$ cat src/rqs_defines.vh
// Purpose: Constants for the receive-queue steering block
// Assumes: Included by rqs_top.v and by the property and bench modules
// Notes:   Byte addresses on a 32-bit APB, one word per register
`ifndef RQS_DEFINES_VH
`define RQS_DEFINES_VH
// Register byte addresses
`define RQS_A_CTRL      8'h00
`define RQS_A_FEAT      8'h04
`define RQS_A_CMD       8'h08
`define RQS_A_DATA      8'h0C
`define RQS_A_COMMIT    8'h10
`define RQS_A_STATUS    8'h14
`define RQS_A_TXLIM     8'h18
`define RQS_A_OFF_LO    8'h1C
`define RQS_A_OFF_HI    8'h20
// Control register bits
`define RQS_C_LEGACY    0
`define RQS_C_GUEST_BE  1
`define RQS_C_RSS_OFF   2
// Command classes and commands
`define RQS_CLS_MQ      8'h04
`define RQS_CLS_OFFL    8'h05
`define RQS_CMD_PAIRS   8'h00
`define RQS_CMD_SCALE   8'h01
`define RQS_CMD_OFFSET  8'h00
// Acknowledge codes
`define RQS_ACK_OK      1'b0
`define RQS_ACK_ERR     1'b1
// Hash kind bits
`define RQS_H_IPV4      0
`define RQS_H_TCPV4     1
`define RQS_H_UDPV4     2
`define RQS_H_IPV6      3
`define RQS_H_TCPV6     4
`define RQS_H_UDPV6     5
`define RQS_H_IPEX      6
`define RQS_H_TCPEX     7
`define RQS_H_UDPEX     8
// Offload bits that follow negotiated features
`define RQS_OFFL_MASK   64'h0000_0000_0000_0782
// Sizes
`define RQS_TAB_MAX     16
`define RQS_TAB_MAX_W   16'h0010
`define RQS_KEY_MAX     8'h28
`define RQS_MAX_PAIRS   16'h0008
`define RQS_IN_W        288
// Hash input lengths in bits
`define RQS_LEN_V4      9'h040
`define RQS_LEN_V4P     9'h060
`define RQS_LEN_V6      9'h100
`define RQS_LEN_V6P     9'h120
// Parser states, one-hot
`define RQS_S_HT        0
`define RQS_S_MSK       1
`define RQS_S_FAL       2
`define RQS_S_TAB       3
`define RQS_S_TX        4
`define RQS_S_KLN       5
`define RQS_S_KEY       6
`define RQS_S_PAIR      7
`define RQS_S_OFF       8
`define RQS_S_DONE      9
`define RQS_S_BAD       10
// Steering modes, one-hot
`define RQS_M_SINGLE    3'h1
`define RQS_M_PAIRS     3'h2
`define RQS_M_SCALE     3'h4
`endif

$ cat src/rqs_top.v
// Purpose: Receive-queue steering: command parser, hash, queue select
// Assumes: Command bytes arrive by APB writes; packet fields from logic
//          on pclk, so no synchronisers on them
// Notes:   Apply step swaps staged config into live config in one edge
//
// Function
// - After reset, steer everything to first queue
// - After pair command, never exceed active pairs; scaling mode does not check table entries or fallback against pairs
// - Legacy: pairs and offloads in guest order
// - Scaling uses Toeplitz hash with driver key
// - Parse scaling payload fields in fixed order
// - Index equals hash AND mask; mask+1 entries
// - Fallback and entries are zero-based queue numbers
// - Transmit queue limit taken from configuration
// - IPv4 priority TCP, UDP, addresses, none
// - Plain IPv6 same priority with IPv6 kinds
// - Extended kinds use home and routing addresses
// - No extended kind: hash as plain IPv6
// - No hash uses fallback, else table lookup
// - Offload set: one enables, zero disables
// - Offload bits follow negotiated feature defaults
//
// Decided for this implementation: the address map and the APB register port.
`timescale 1ns/1ps
`include "rqs_defines.vh"
module rqs_top (
   // Clock and reset
   input  wire         pclk,
   input  wire         presetn,
   // APB slave
   input  wire         psel,
   input  wire         penable,
   input  wire         pwrite,
   input  wire [7:0]   paddr,
   input  wire [31:0]  pwdata,
   output reg  [31:0]  prdata,
   output reg          pready,
   output reg          pslverr,
   // Packet description
   input  wire         pkt_valid,
   input  wire         pkt_is_ipv4,
   input  wire         pkt_is_ipv6,
   input  wire         pkt_has_ext,
   input  wire         pkt_has_tcp,
   input  wire         pkt_has_udp,
   input  wire [127:0] pkt_src_addr,
   input  wire [127:0] pkt_dst_addr,
   input  wire         pkt_home_valid,
   input  wire [127:0] pkt_home_addr,
   input  wire         pkt_rt2_valid,
   input  wire [127:0] pkt_rt2_addr,
   input  wire [15:0]  pkt_src_port,
   input  wire [15:0]  pkt_dst_port,
   // Steering result
   output reg          pkt_ready,
   output reg          rx_queue_valid,
   output reg  [15:0]  rx_queue,
   output reg  [15:0]  tx_queue_limit,
   output reg  [63:0]  offload_en
);

////////////////////////////////////////////////////////////////////////
// Registers and state
reg  [2:0]   ctrl;
reg  [7:0]   cmd_class;
reg  [7:0]   cmd_code;
reg  [10:0]  pstate;
reg  [2:0]   sub;
reg  [63:0]  acc;
reg  [4:0]   tab_idx;
reg  [7:0]   key_idx;
reg  [31:0]  st_ht;
reg  [3:0]   st_mask;
reg  [15:0]  st_fall;
reg  [15:0]  st_tab [0:`RQS_TAB_MAX-1];
reg  [15:0]  st_tx;
reg  [7:0]   st_klen;
reg  [319:0] st_key;
reg  [15:0]  st_pairs;
reg  [63:0]  st_off;
reg  [2:0]   mode;
reg  [15:0]  pairs;
reg  [31:0]  ht;
reg  [3:0]   tmask;
reg  [15:0]  fall;
reg  [15:0]  tab [0:`RQS_TAB_MAX-1];
reg  [319:0] key;
reg          ack;
reg          busy;
reg          have_hash;
reg  [8:0]   bits_left;
reg  [287:0] in_sh;
reg  [319:0] key_sh;
reg  [31:0]  hash;
reg  [15:0]  flow;
integer      i;

wire         wr_acc = psel & penable & pready & pwrite;
wire [7:0]   db     = pwdata[7:0];
wire         be_ok  = ctrl[`RQS_C_LEGACY] & ctrl[`RQS_C_GUEST_BE];

////////////////////////////////////////////////////////////////////////
// Byte assembly: scaling fields are always little-endian
reg          use_le;
reg  [63:0]  next_acc;
always @* begin
   use_le   = 1'b1;
   next_acc = (sub == 3'h0) ? 64'h0 : acc;
   if (pstate[`RQS_S_PAIR] | pstate[`RQS_S_OFF])
      use_le = ~be_ok;
   if (use_le)
      next_acc[{sub, 3'b000} +: 8] = db;
   else
      next_acc = {next_acc[55:0], db};
end

////////////////////////////////////////////////////////////////////////
// APB slave, command parser and atomic apply
always @(posedge pclk or negedge presetn) begin
   if (!presetn) begin
      pready     <= 1'b0;
      pslverr    <= 1'b0;
      prdata     <= 32'h0000_0000;
      ctrl       <= 3'h0;
      cmd_class  <= 8'h00;
      cmd_code   <= 8'h00;
      pstate     <= 11'h000;
      sub        <= 3'h0;
      acc        <= 64'h0;
      tab_idx    <= 5'h00;
      key_idx    <= 8'h00;
      st_ht      <= 32'h0000_0000;
      st_mask    <= 4'h0;
      st_fall    <= 16'h0000;
      st_tx      <= 16'h0000;
      st_klen    <= 8'h00;
      st_key     <= 320'h0;
      st_pairs   <= 16'h0000;
      st_off     <= 64'h0;
      mode       <= `RQS_M_SINGLE;
      pairs      <= 16'h0001;
      ht         <= 32'h0000_0000;
      tmask      <= 4'h0;
      fall       <= 16'h0000;
      key        <= 320'h0;
      ack        <= `RQS_ACK_OK;
      tx_queue_limit <= 16'h0001;
      offload_en <= 64'h0;
      for (i = 0; i < `RQS_TAB_MAX; i = i + 1) begin
         st_tab[i] <= 16'h0000;
         tab[i]    <= 16'h0000;
      end
   end else begin
      // One wait-free access phase; ready falls right after it
      pready  <= psel & ~penable & ~pready;
      pslverr <= 1'b0;
      if (psel & ~penable & ~pready) begin
         prdata <= 32'h0000_0000;
         case (paddr)
            `RQS_A_CTRL:   prdata <= {29'h0, ctrl};
            `RQS_A_STATUS: prdata <= {pairs, 4'h0, pstate[`RQS_S_DONE],
                                      mode, 7'h00, ack};
            `RQS_A_TXLIM:  prdata <= {16'h0000, tx_queue_limit};
            `RQS_A_OFF_LO: prdata <= offload_en[31:0];
            `RQS_A_OFF_HI: prdata <= offload_en[63:32];
            `RQS_A_FEAT, `RQS_A_CMD, `RQS_A_DATA, `RQS_A_COMMIT: ;
            default:       pslverr <= 1'b1;
         endcase
      end
      if (wr_acc) begin
         case (paddr)
            `RQS_A_CTRL: ctrl <= pwdata[2:0];
            `RQS_A_FEAT: offload_en <= {32'h0, pwdata} & `RQS_OFFL_MASK;
            `RQS_A_CMD: begin
               cmd_class <= pwdata[7:0];
               cmd_code  <= pwdata[15:8];
               sub       <= 3'h0;
               tab_idx   <= 5'h00;
               key_idx   <= 8'h00;
               st_key    <= 320'h0;
               pstate    <= 11'h000;
               if (pwdata[7:0] == `RQS_CLS_MQ &&
                   pwdata[15:8] == `RQS_CMD_SCALE)
                  pstate[`RQS_S_HT] <= 1'b1;
               else if (pwdata[7:0] == `RQS_CLS_MQ &&
                        pwdata[15:8] == `RQS_CMD_PAIRS)
                  pstate[`RQS_S_PAIR] <= 1'b1;
               else if (pwdata[7:0] == `RQS_CLS_OFFL &&
                        pwdata[15:8] == `RQS_CMD_OFFSET)
                  pstate[`RQS_S_OFF] <= 1'b1;
               else
                  pstate[`RQS_S_BAD] <= 1'b1;
            end
            `RQS_A_DATA: begin
               acc <= next_acc;
               sub <= sub + 3'h1;
               case (1'b1)
                  pstate[`RQS_S_HT]: if (sub == 3'h3) begin
                     st_ht  <= next_acc[31:0];
                     sub    <= 3'h0;
                     pstate <= 11'h1 << `RQS_S_MSK;
                  end
                  pstate[`RQS_S_MSK]: if (sub == 3'h1) begin
                     sub <= 3'h0;
                     st_mask <= next_acc[3:0];
                     if (next_acc[15:0] >= `RQS_TAB_MAX_W)
                        pstate <= 11'h1 << `RQS_S_BAD;
                     else
                        pstate <= 11'h1 << `RQS_S_FAL;
                  end
                  pstate[`RQS_S_FAL]: if (sub == 3'h1) begin
                     st_fall <= next_acc[15:0];
                     sub     <= 3'h0;
                     pstate  <= 11'h1 << `RQS_S_TAB;
                  end
                  pstate[`RQS_S_TAB]: if (sub == 3'h1) begin
                     st_tab[tab_idx[3:0]] <= next_acc[15:0];
                     sub     <= 3'h0;
                     tab_idx <= tab_idx + 5'h01;
                     if (tab_idx[3:0] == st_mask)
                        pstate <= 11'h1 << `RQS_S_TX;
                  end
                  pstate[`RQS_S_TX]: if (sub == 3'h1) begin
                     st_tx  <= next_acc[15:0];
                     sub    <= 3'h0;
                     pstate <= 11'h1 << `RQS_S_KLN;
                  end
                  pstate[`RQS_S_KLN]: begin
                     st_klen <= db;
                     sub     <= 3'h0;
                     if (db > `RQS_KEY_MAX)
                        pstate <= 11'h1 << `RQS_S_BAD;
                     else if (db == 8'h00)
                        pstate <= 11'h1 << `RQS_S_DONE;
                     else
                        pstate <= 11'h1 << `RQS_S_KEY;
                  end
                  pstate[`RQS_S_KEY]: begin
                     // Key is held first byte at the top
                     st_key[319 - {key_idx, 3'b000} -: 8] <= db;
                     sub     <= 3'h0;
                     key_idx <= key_idx + 8'h01;
                     if (key_idx + 8'h01 == st_klen)
                        pstate <= 11'h1 << `RQS_S_DONE;
                  end
                  pstate[`RQS_S_PAIR]: if (sub == 3'h1) begin
                     st_pairs <= next_acc[15:0];
                     pstate   <= 11'h1 << `RQS_S_DONE;
                  end
                  pstate[`RQS_S_OFF]: if (sub == 3'h7) begin
                     st_off <= next_acc;
                     pstate <= 11'h1 << `RQS_S_DONE;
                  end
                  // Trailing bytes make the command malformed
                  default: pstate <= 11'h1 << `RQS_S_BAD;
               endcase
            end
            `RQS_A_COMMIT: begin
               ack    <= `RQS_ACK_ERR;
               pstate <= 11'h000;
               if (pstate[`RQS_S_DONE]) begin
                  if (cmd_class == `RQS_CLS_OFFL) begin
                     offload_en <= st_off;
                     ack <= `RQS_ACK_OK;
                  end else if (cmd_code == `RQS_CMD_PAIRS) begin
                     if (st_pairs != 16'h0000 &&
                         st_pairs <= `RQS_MAX_PAIRS) begin
                        pairs <= st_pairs;
                        mode  <= (st_pairs == 16'h0001) ?
                                 `RQS_M_SINGLE : `RQS_M_PAIRS;
                        ack   <= `RQS_ACK_OK;
                     end
                  end else if (ctrl[`RQS_C_RSS_OFF] &&
                     ((st_mask + 4'h1) & st_mask) == 4'h0) begin
                     ht    <= st_ht;
                     tmask <= st_mask;
                     fall  <= st_fall;
                     key   <= st_key;
                     tx_queue_limit <= st_tx;
                     mode  <= `RQS_M_SCALE;
                     ack   <= `RQS_ACK_OK;
                     for (i = 0; i < `RQS_TAB_MAX; i = i + 1)
                        tab[i] <= st_tab[i];
                  end
               end
            end
            default: ;
         endcase
      end
   end
end

////////////////////////////////////////////////////////////////////////
// Hash input selection
reg  [287:0] sel_in;
reg  [8:0]   sel_len;
reg          sel_ok;
wire [127:0] ex_src = pkt_home_valid ? pkt_home_addr : pkt_src_addr;
wire [127:0] ex_dst = pkt_rt2_valid ? pkt_rt2_addr : pkt_dst_addr;
wire [31:0]  ports  = {pkt_src_port, pkt_dst_port};
always @* begin
   sel_in  = 288'h0;
   sel_len = 9'h000;
   sel_ok  = 1'b0;
   if (pkt_is_ipv4) begin
      sel_ok = 1'b1;
      if (ht[`RQS_H_TCPV4] & pkt_has_tcp ||
          ht[`RQS_H_UDPV4] & pkt_has_udp) begin
         sel_in  = {pkt_src_addr[31:0], pkt_dst_addr[31:0], ports, 192'h0};
         sel_len = `RQS_LEN_V4P;
      end else if (ht[`RQS_H_IPV4]) begin
         sel_in  = {pkt_src_addr[31:0], pkt_dst_addr[31:0], 224'h0};
         sel_len = `RQS_LEN_V4;
      end else
         sel_ok  = 1'b0;
   end else if (pkt_is_ipv6) begin
      sel_ok = 1'b1;
      if (pkt_has_ext && (ht[`RQS_H_TCPEX] & pkt_has_tcp ||
                          ht[`RQS_H_UDPEX] & pkt_has_udp)) begin
         sel_in  = {ex_src, ex_dst, ports};
         sel_len = `RQS_LEN_V6P;
      end else if (pkt_has_ext && ht[`RQS_H_IPEX]) begin
         sel_in  = {ex_src, ex_dst, 32'h0};
         sel_len = `RQS_LEN_V6;
      end else if (ht[`RQS_H_TCPV6] & pkt_has_tcp ||
                   ht[`RQS_H_UDPV6] & pkt_has_udp) begin
         sel_in  = {pkt_src_addr, pkt_dst_addr, ports};
         sel_len = `RQS_LEN_V6P;
      end else if (ht[`RQS_H_IPV6]) begin
         sel_in  = {pkt_src_addr, pkt_dst_addr, 32'h0};
         sel_len = `RQS_LEN_V6;
      end else
         sel_ok  = 1'b0;
   end
end

////////////////////////////////////////////////////////////////////////
// Serial Toeplitz engine: one input bit per cycle trades speed for area
always @(posedge pclk or negedge presetn) begin
   if (!presetn) begin
      busy           <= 1'b0;
      have_hash      <= 1'b0;
      bits_left      <= 9'h000;
      in_sh          <= 288'h0;
      key_sh         <= 320'h0;
      hash           <= 32'h0000_0000;
      flow           <= 16'h0000;
      pkt_ready      <= 1'b0;
      rx_queue_valid <= 1'b0;
      rx_queue       <= 16'h0000;
   end else begin
      rx_queue_valid <= 1'b0;
      pkt_ready      <= ~busy & ~(pkt_valid & pkt_ready);
      if (!busy && pkt_valid && pkt_ready) begin
         flow <= pkt_src_port ^ pkt_dst_port;
         if (mode == `RQS_M_SCALE) begin
            busy      <= 1'b1;
            have_hash <= sel_ok;
            in_sh     <= sel_in;
            key_sh    <= key;
            hash      <= 32'h0000_0000;
            bits_left <= sel_ok ? sel_len : 9'h000;
         end else begin
            rx_queue_valid <= 1'b1;
            rx_queue       <= 16'h0000;
            if (mode == `RQS_M_PAIRS &&
                {13'h0000, pkt_src_port[2:0] ^ pkt_dst_port[2:0]} < pairs)
               rx_queue <= {13'h0000,
                            pkt_src_port[2:0] ^ pkt_dst_port[2:0]};
         end
      end else if (busy) begin
         if (bits_left != 9'h000) begin
            if (in_sh[287])
               hash <= hash ^ key_sh[319:288];
            in_sh     <= {in_sh[286:0], 1'b0};
            key_sh    <= {key_sh[318:0], 1'b0};
            bits_left <= bits_left - 9'h001;
         end else begin
            busy           <= 1'b0;
            rx_queue_valid <= 1'b1;
            if (have_hash)
               rx_queue <= tab[hash[3:0] & tmask];
            else
               rx_queue <= fall;
         end
      end
   end
end

endmodule // rqs_top

$ cat config.mk
export PLATFORM = sky130hd
export DESIGN_NAME = rqs_top
export DESIGN_NICKNAME = d
export VERILOG_FILES = /design/src/rqs_top.v
export VERILOG_INCLUDE_DIRS = /design/src
export SDC_FILE = /design/constraint.sdc
export NUM_CORES = 2
export LEC_CHECK = 0
export BUFFER_PORTS_ARGS = -buffer_cell sky130_fd_sc_hd__buf_2
export CORE_ASPECT_RATIO = 0.7
export CORE_MARGIN = 3
export CORE_UTILIZATION = 45
export DETAILED_ROUTE_END_ITERATION = 8
export GPL_TIMING_DRIVEN = 1
export PLACE_DENSITY_LB_ADDON = 0.12
export SYNTH_ARGS = -nofsm -noshare
export SYNTH_HDL_FRONTEND = slang
export SYNTH_SLANG_ARGS = --single-unit
$ cat constraint.sdc
create_clock -name pclk -period 5 [get_ports pclk]
set_input_delay 1 -clock pclk [delete_from_list [all_inputs] [get_ports pclk]]
set_output_delay 1 -clock pclk [all_outputs]
set_load 0.03 [all_outputs]
# After elaboration in Yosys (flattened, before gate mapping)
# Cells that the tools add are included.
# op_classes
addsub	8
n_lt_le_gt_ge	7
n_eq_ne	44
shifts	4
mux	143
n_bitwise	36
n_reduce_logical	63
# ops
cell	count
$mux 320	11
$mux 288	12
$pmux 320 s2	1
$shift 8x34->327 const A	1
$shiftx 8x34->327	1
$bwmux 320	1
$bwmux 256	1
$mux 128	2
$mux 64	4
$mux 10	20
$mux 32	5
$pmux 32 s5	1
$mux 16	8
$pmux 64 s2	1
$mux 9	11
$bmux 16 s4	1
$bwmux 64	1
$demux 16 s4	1
$shift 8x8->64 const A	1
$shiftx 8x8->64	1
$mux 8	7
$mux 3	14
$neg 32->34	1
$eq 8x3->1 const B	4
67 further kinds	194
# totals
regBits	2226
out_inout_bits	132
elab_cells	382

# Logic depth before layout (Yosys ltp)
# logic_depth
depth_word	12
mapped_depth	12

# Least setup slack after synthesis
# Ideal clock, no wire load.
# synth_path
path_type	in2reg
startpoint	input port paddr[3]
endpoint	register fall[0]
setup_time_ps	125
t_arrival_ps	2930
setup_slack_ps	1945
cell_stages	10
path_buffers	4
path_cell_list	buf_2 -> nor4_2 -> and3_1 -> buf_2 -> and2_1 -> nand3b_1 -> nor2_2 -> buf_2 -> buf_4 -> mux2_2
# synth_between
elab_chain_len	2
# synth_rtl
element	line_no	rtl
start, declared	rqs_top.v:34	input wire [7:0] paddr,
$eq 8x5->1	--	
$reduce_and 6->1 (no line)	--	
end signal, assigned	rqs_top.v:277	fall <= st_fall;
end, declared	rqs_top.v:85	reg [15:0] fall;
# Every way passes these cells.
# A chain may end at the register's enable or synchronous reset.

# Worst setup path after layout
# layout_path
startpoint	register sub[0]
endpoint	register st_tab[141] (netlist bit)
# layout_between
elab_chain_len	5
word_cells_on_any_way	10
# layout_rtl
element	line_no	rtl
start, declared	rqs_top.v:68	reg [2:0] sub;
start signal, assigned	rqs_top.v:196	sub <= sub + 3'h1;
$neg 6->8 or $logic_not 3->1 (tied branches)	rqs_top.v:112, rqs_top.v:108	
$shiftx 8x8->64, or another cell as far along	rqs_top.v:112	next_acc[{sub, 3'b000} +: 8] = db;
$bwmux 64	rqs_top.v:112	
$mux 64	rqs_top.v:111	if (use_le)
$bwmux 256	rqs_top.v:217	st_tab[tab_idx[3:0]] <= next_acc[15:0];
end signal, assigned by index	rqs_top.v:217	
end, declared	rqs_top.v:75	reg [15:0] st_tab [0:`RQS_TAB_MAX-1];
# Parallel ways exist; a longest one is shown, timed or not.

==> metrics.md <==
| Metric | Value |
|---|---|
| Status | finished clean |
| Final Net Count | just under 10000 |
| Pwr per Cell Area | 423 mW/mm2 |
| Synth Warn # | 0 |
| Most Frequent Cell on Critical Path | ha_1 |
| Fmax | about 270 MHz |
| Starting Density | 0.453 |
| Required time of the critical path | about 5.8 ns |
| Synthesized net count | between 9000 and 10000 |
| Gp weighted congestion | between 0.9 and 1 |
| GRT Residual Overflow | 0 |
| Slowest Stage Delay on Critical Path | a little under 1 ns |
| Clock skew | approximately 0.054 ns |
| Final HPWL DP | ~200000 um |
| Multi-input gate area | between 0.03 and 0.04 mm2 |
| Crit-path max FO | 21 |
| Unrepaired setup endpoints after global routing | no |
| Largest net degree at the start of global routing | around 200 |
| Cell Count Post-Placement | around 12000 |
| Share of layout cells above drive strength 1 | 0.245 |
| Unique masters post-synth | a little over 80 |
| Tmin final | approximately 3.7 ns |
| # rows | roughly 140 |
| Synth area leaders | dfrtp_1 58%, mux2_2 11%, nand2_1 6.7% |
| Initial DRC count | 6903 |
| Vias | 68950 |
| Worst hold path class | input pin to asynchronous set/reset pin |
| Mean Syn Cell Area | between 10 and 15 um2 |
| I/O Buffers | ~700 |
| GRT Overall Usage | 0.275 |
| Most frequent cells after synthesis | 2110 x dfrtp_1, 1643 x nand2_1, 865 x mux2_2 |
| CP Capture Type | flip-flop |
| Final Non-Filler Cells | roughly 12000 |
| R2R Setup Slk | 1.31 ns |
| Vias/cell | 5.73 |
| Final Cycle Share | 0.738 |
| CTS Hold Buffers Added | 0 |
| Clock tree root driver cell | clkbuf_16 |
| Total design power | 44.5 mW |
| Num ports | 729 |
| # H-tree levels | 4 |
| Sequential share of the synthesized area | 0.576 |
| Hold Slack | about 0.23 ns |
| Total wire length | about 290000 um |
| Synth top area share | 0.575 |
| Worst path slowest cell | nor3_1 |
| CTS tree | done |
| Die area | 0.210 mm2 |
| Cell family with most CP delay | simple AND/OR/NAND/NOR gates |
| Final setup TNS | 0 ns |
| Slew @ Worst Pin | approximately 1.2 ns |
| # setup viols final | 0 |
| Die Span X | ~550 um |
| Clk sinks | between 2000 and 2500 |
| Final Hold Viols | 0 |
| Arrival time at the worst endpoint | 4.44 ns |
| Flops & latches, synth | 2113 |
| Ys flop type | dfrtp_1 |
| Vias in the first global route | 66276 |
| Maximum vdd drop | ~0.51 mV |
| Largest area contributor in the netlist | dfrtp_1 |
| Critical path cell sequence | inv_1 -> ha_1 -> ha_1 -> nand2_1 -> or2_2 -> nor3_1 -> a21oi_2 -> o21ai_0 |
| Synth Instances | around 8600 |
| Max Transition Viols Final | 0 |
| Clock latency on the worst-skew pair | roughly 0.86 ns |
| Max cap viols | 0 |
| 1st-pass router iterations | 9 |
| Mapped cell area | 0.0918 mm2 |
| Detail Route Antenna Nets | 0 |
| Buf/Inv on CP | 1 |
| FF/Latch Area | about 0.053 mm2 |
| Die Span Y | between 300 and 400 um |
| Slew margin rel. | 0.177 |
| TritonCTS Buffers | 212 |
| Post-CTS sizing | 0 |
| Final Worst Setup Slack | 1.31 ns |
| Fill count | 18076 |
| # DRC | 0 |
| R2R cell count | 8 |
| DP Worst Slack | ~1.1 ns |
| Asr flop ratio synth | 1.00 |
| Clock edge transition at the registers on the reported setup and hold paths | approximately 0.070 ns |
| Area of the core | roughly 0.20 mm2 |
| P&R area growth vs syn | 14.7% |
| WP depth | 8 |
| Static Leak | 48.2 nW |
| Top-count cell post-synth | dfrtp_1 |
| Max clock buf depth | 4 |
| Setup CP Type | flip-flop to flip-flop |
| Global-route wire length before repair | about 440000 um |
| Initial antenna violation count | 90 |
| WL/cell | 24.4 um |
| Worst setup SP type | flip-flop |
| Postcts setup bufs | 0 |
| Post-synth EDFFs | 0 |
-- stage by stage --
| step | utilization | cell area (um2) |
|---|---|---|
| floorplan | - | 91800 |
| global placement | 0.484 | 98000 |
| detailed placement | 0.484 | 98000 |
| CTS | 0.519 | 105000 |
| global route | 0.520 | 105000 |
| finish | 0.520 | 105000 |
-- kinds of logic after synthesis --
family / count (synthesis) / synth area share
AO/OA/AOI/OAI: 1871 / 0.124
XOR/XNOR: 27 / 0.00258
adder cells (fa/ha/maj): 19 / 0.00259
buffers and inverters: 683 / 0.0333
flip-flops: 2113 / 0.576
multiplexers: 970 / 0.126
AND/OR/NAND/NOR: 2940 / 0.135
-- final timing paths --
path                               endpoint        from
worst max-delay path            st_tab[141]      sub[0]
worst min-delay path            key_sh[112]     presetn
worst max register to register  st_tab[141]      sub[0]
worst min register to register   st_tab[36]  st_tab[36]
max in group asynchronous       key_sh[206]     presetn
min in group pclk               cmd_code[5]  pwdata[13]
-- area by class of cell --
type                            count  share of cell area
Antenna cell                       42            0.000998
Clock buffer                      319              0.0604
Clock inverter                     66             0.00760
Inverter                           29             0.00110
Multi-Input combinational cell   5827               0.342
Sequential cell                  2113               0.502
Tap cell                         2730              0.0324
Timing Repair Buffer              898              0.0529
-- registers in the layout, indices dropped and copies added, names as in the netlist, 32 cells and up --
| name | cells |
|---|---|
| offload_en | 64 |
| key | 292 |
| st_tab | 256 |
| prdata | 32 |
| tab | 256 |
| key_sh | 292 |
| acc | 64 |
| in_sh | 288 |
| st_off | 64 |
| st_key | 292 |
-- report_power, final --
group	total [mW]	internal, mW	switching [mW]	leakage (nW)
Clock	16.4	9.64	6.80	3.56
Sequential	20.2	19.1	1.10	28.0
Combinational	7.83	2.71	5.12	16.6
-- routing by layer --
layer | up-vias | part of all wire | track usage
li1 | 31239 | - | -
met1 | 34984 | 0.48 | 0.423
met2 | 2220 | 0.42 | 0.393
met3 | 465 | 0.068 | 0.0513
met4 | 42 | 0.032 | 0.0812
met5 | - | 0.0014 | 0.00458
-- cells in the final DEF (no fill, tap or decap), types with 109 or more instances in the layout --
cell type,count
a21oi_1,109
mux2_2,865
o21ai_0,834
a31oi_1,295
buf_2,711
clkbuf_16,215
dfrtp_1,2110
a221oi_1,259
nand3_1,191
nor2_1,787
nand2_1,1636
o21ai_1,170
buf_4,138
Note: power is estimated with default switching activity, not from simulation.
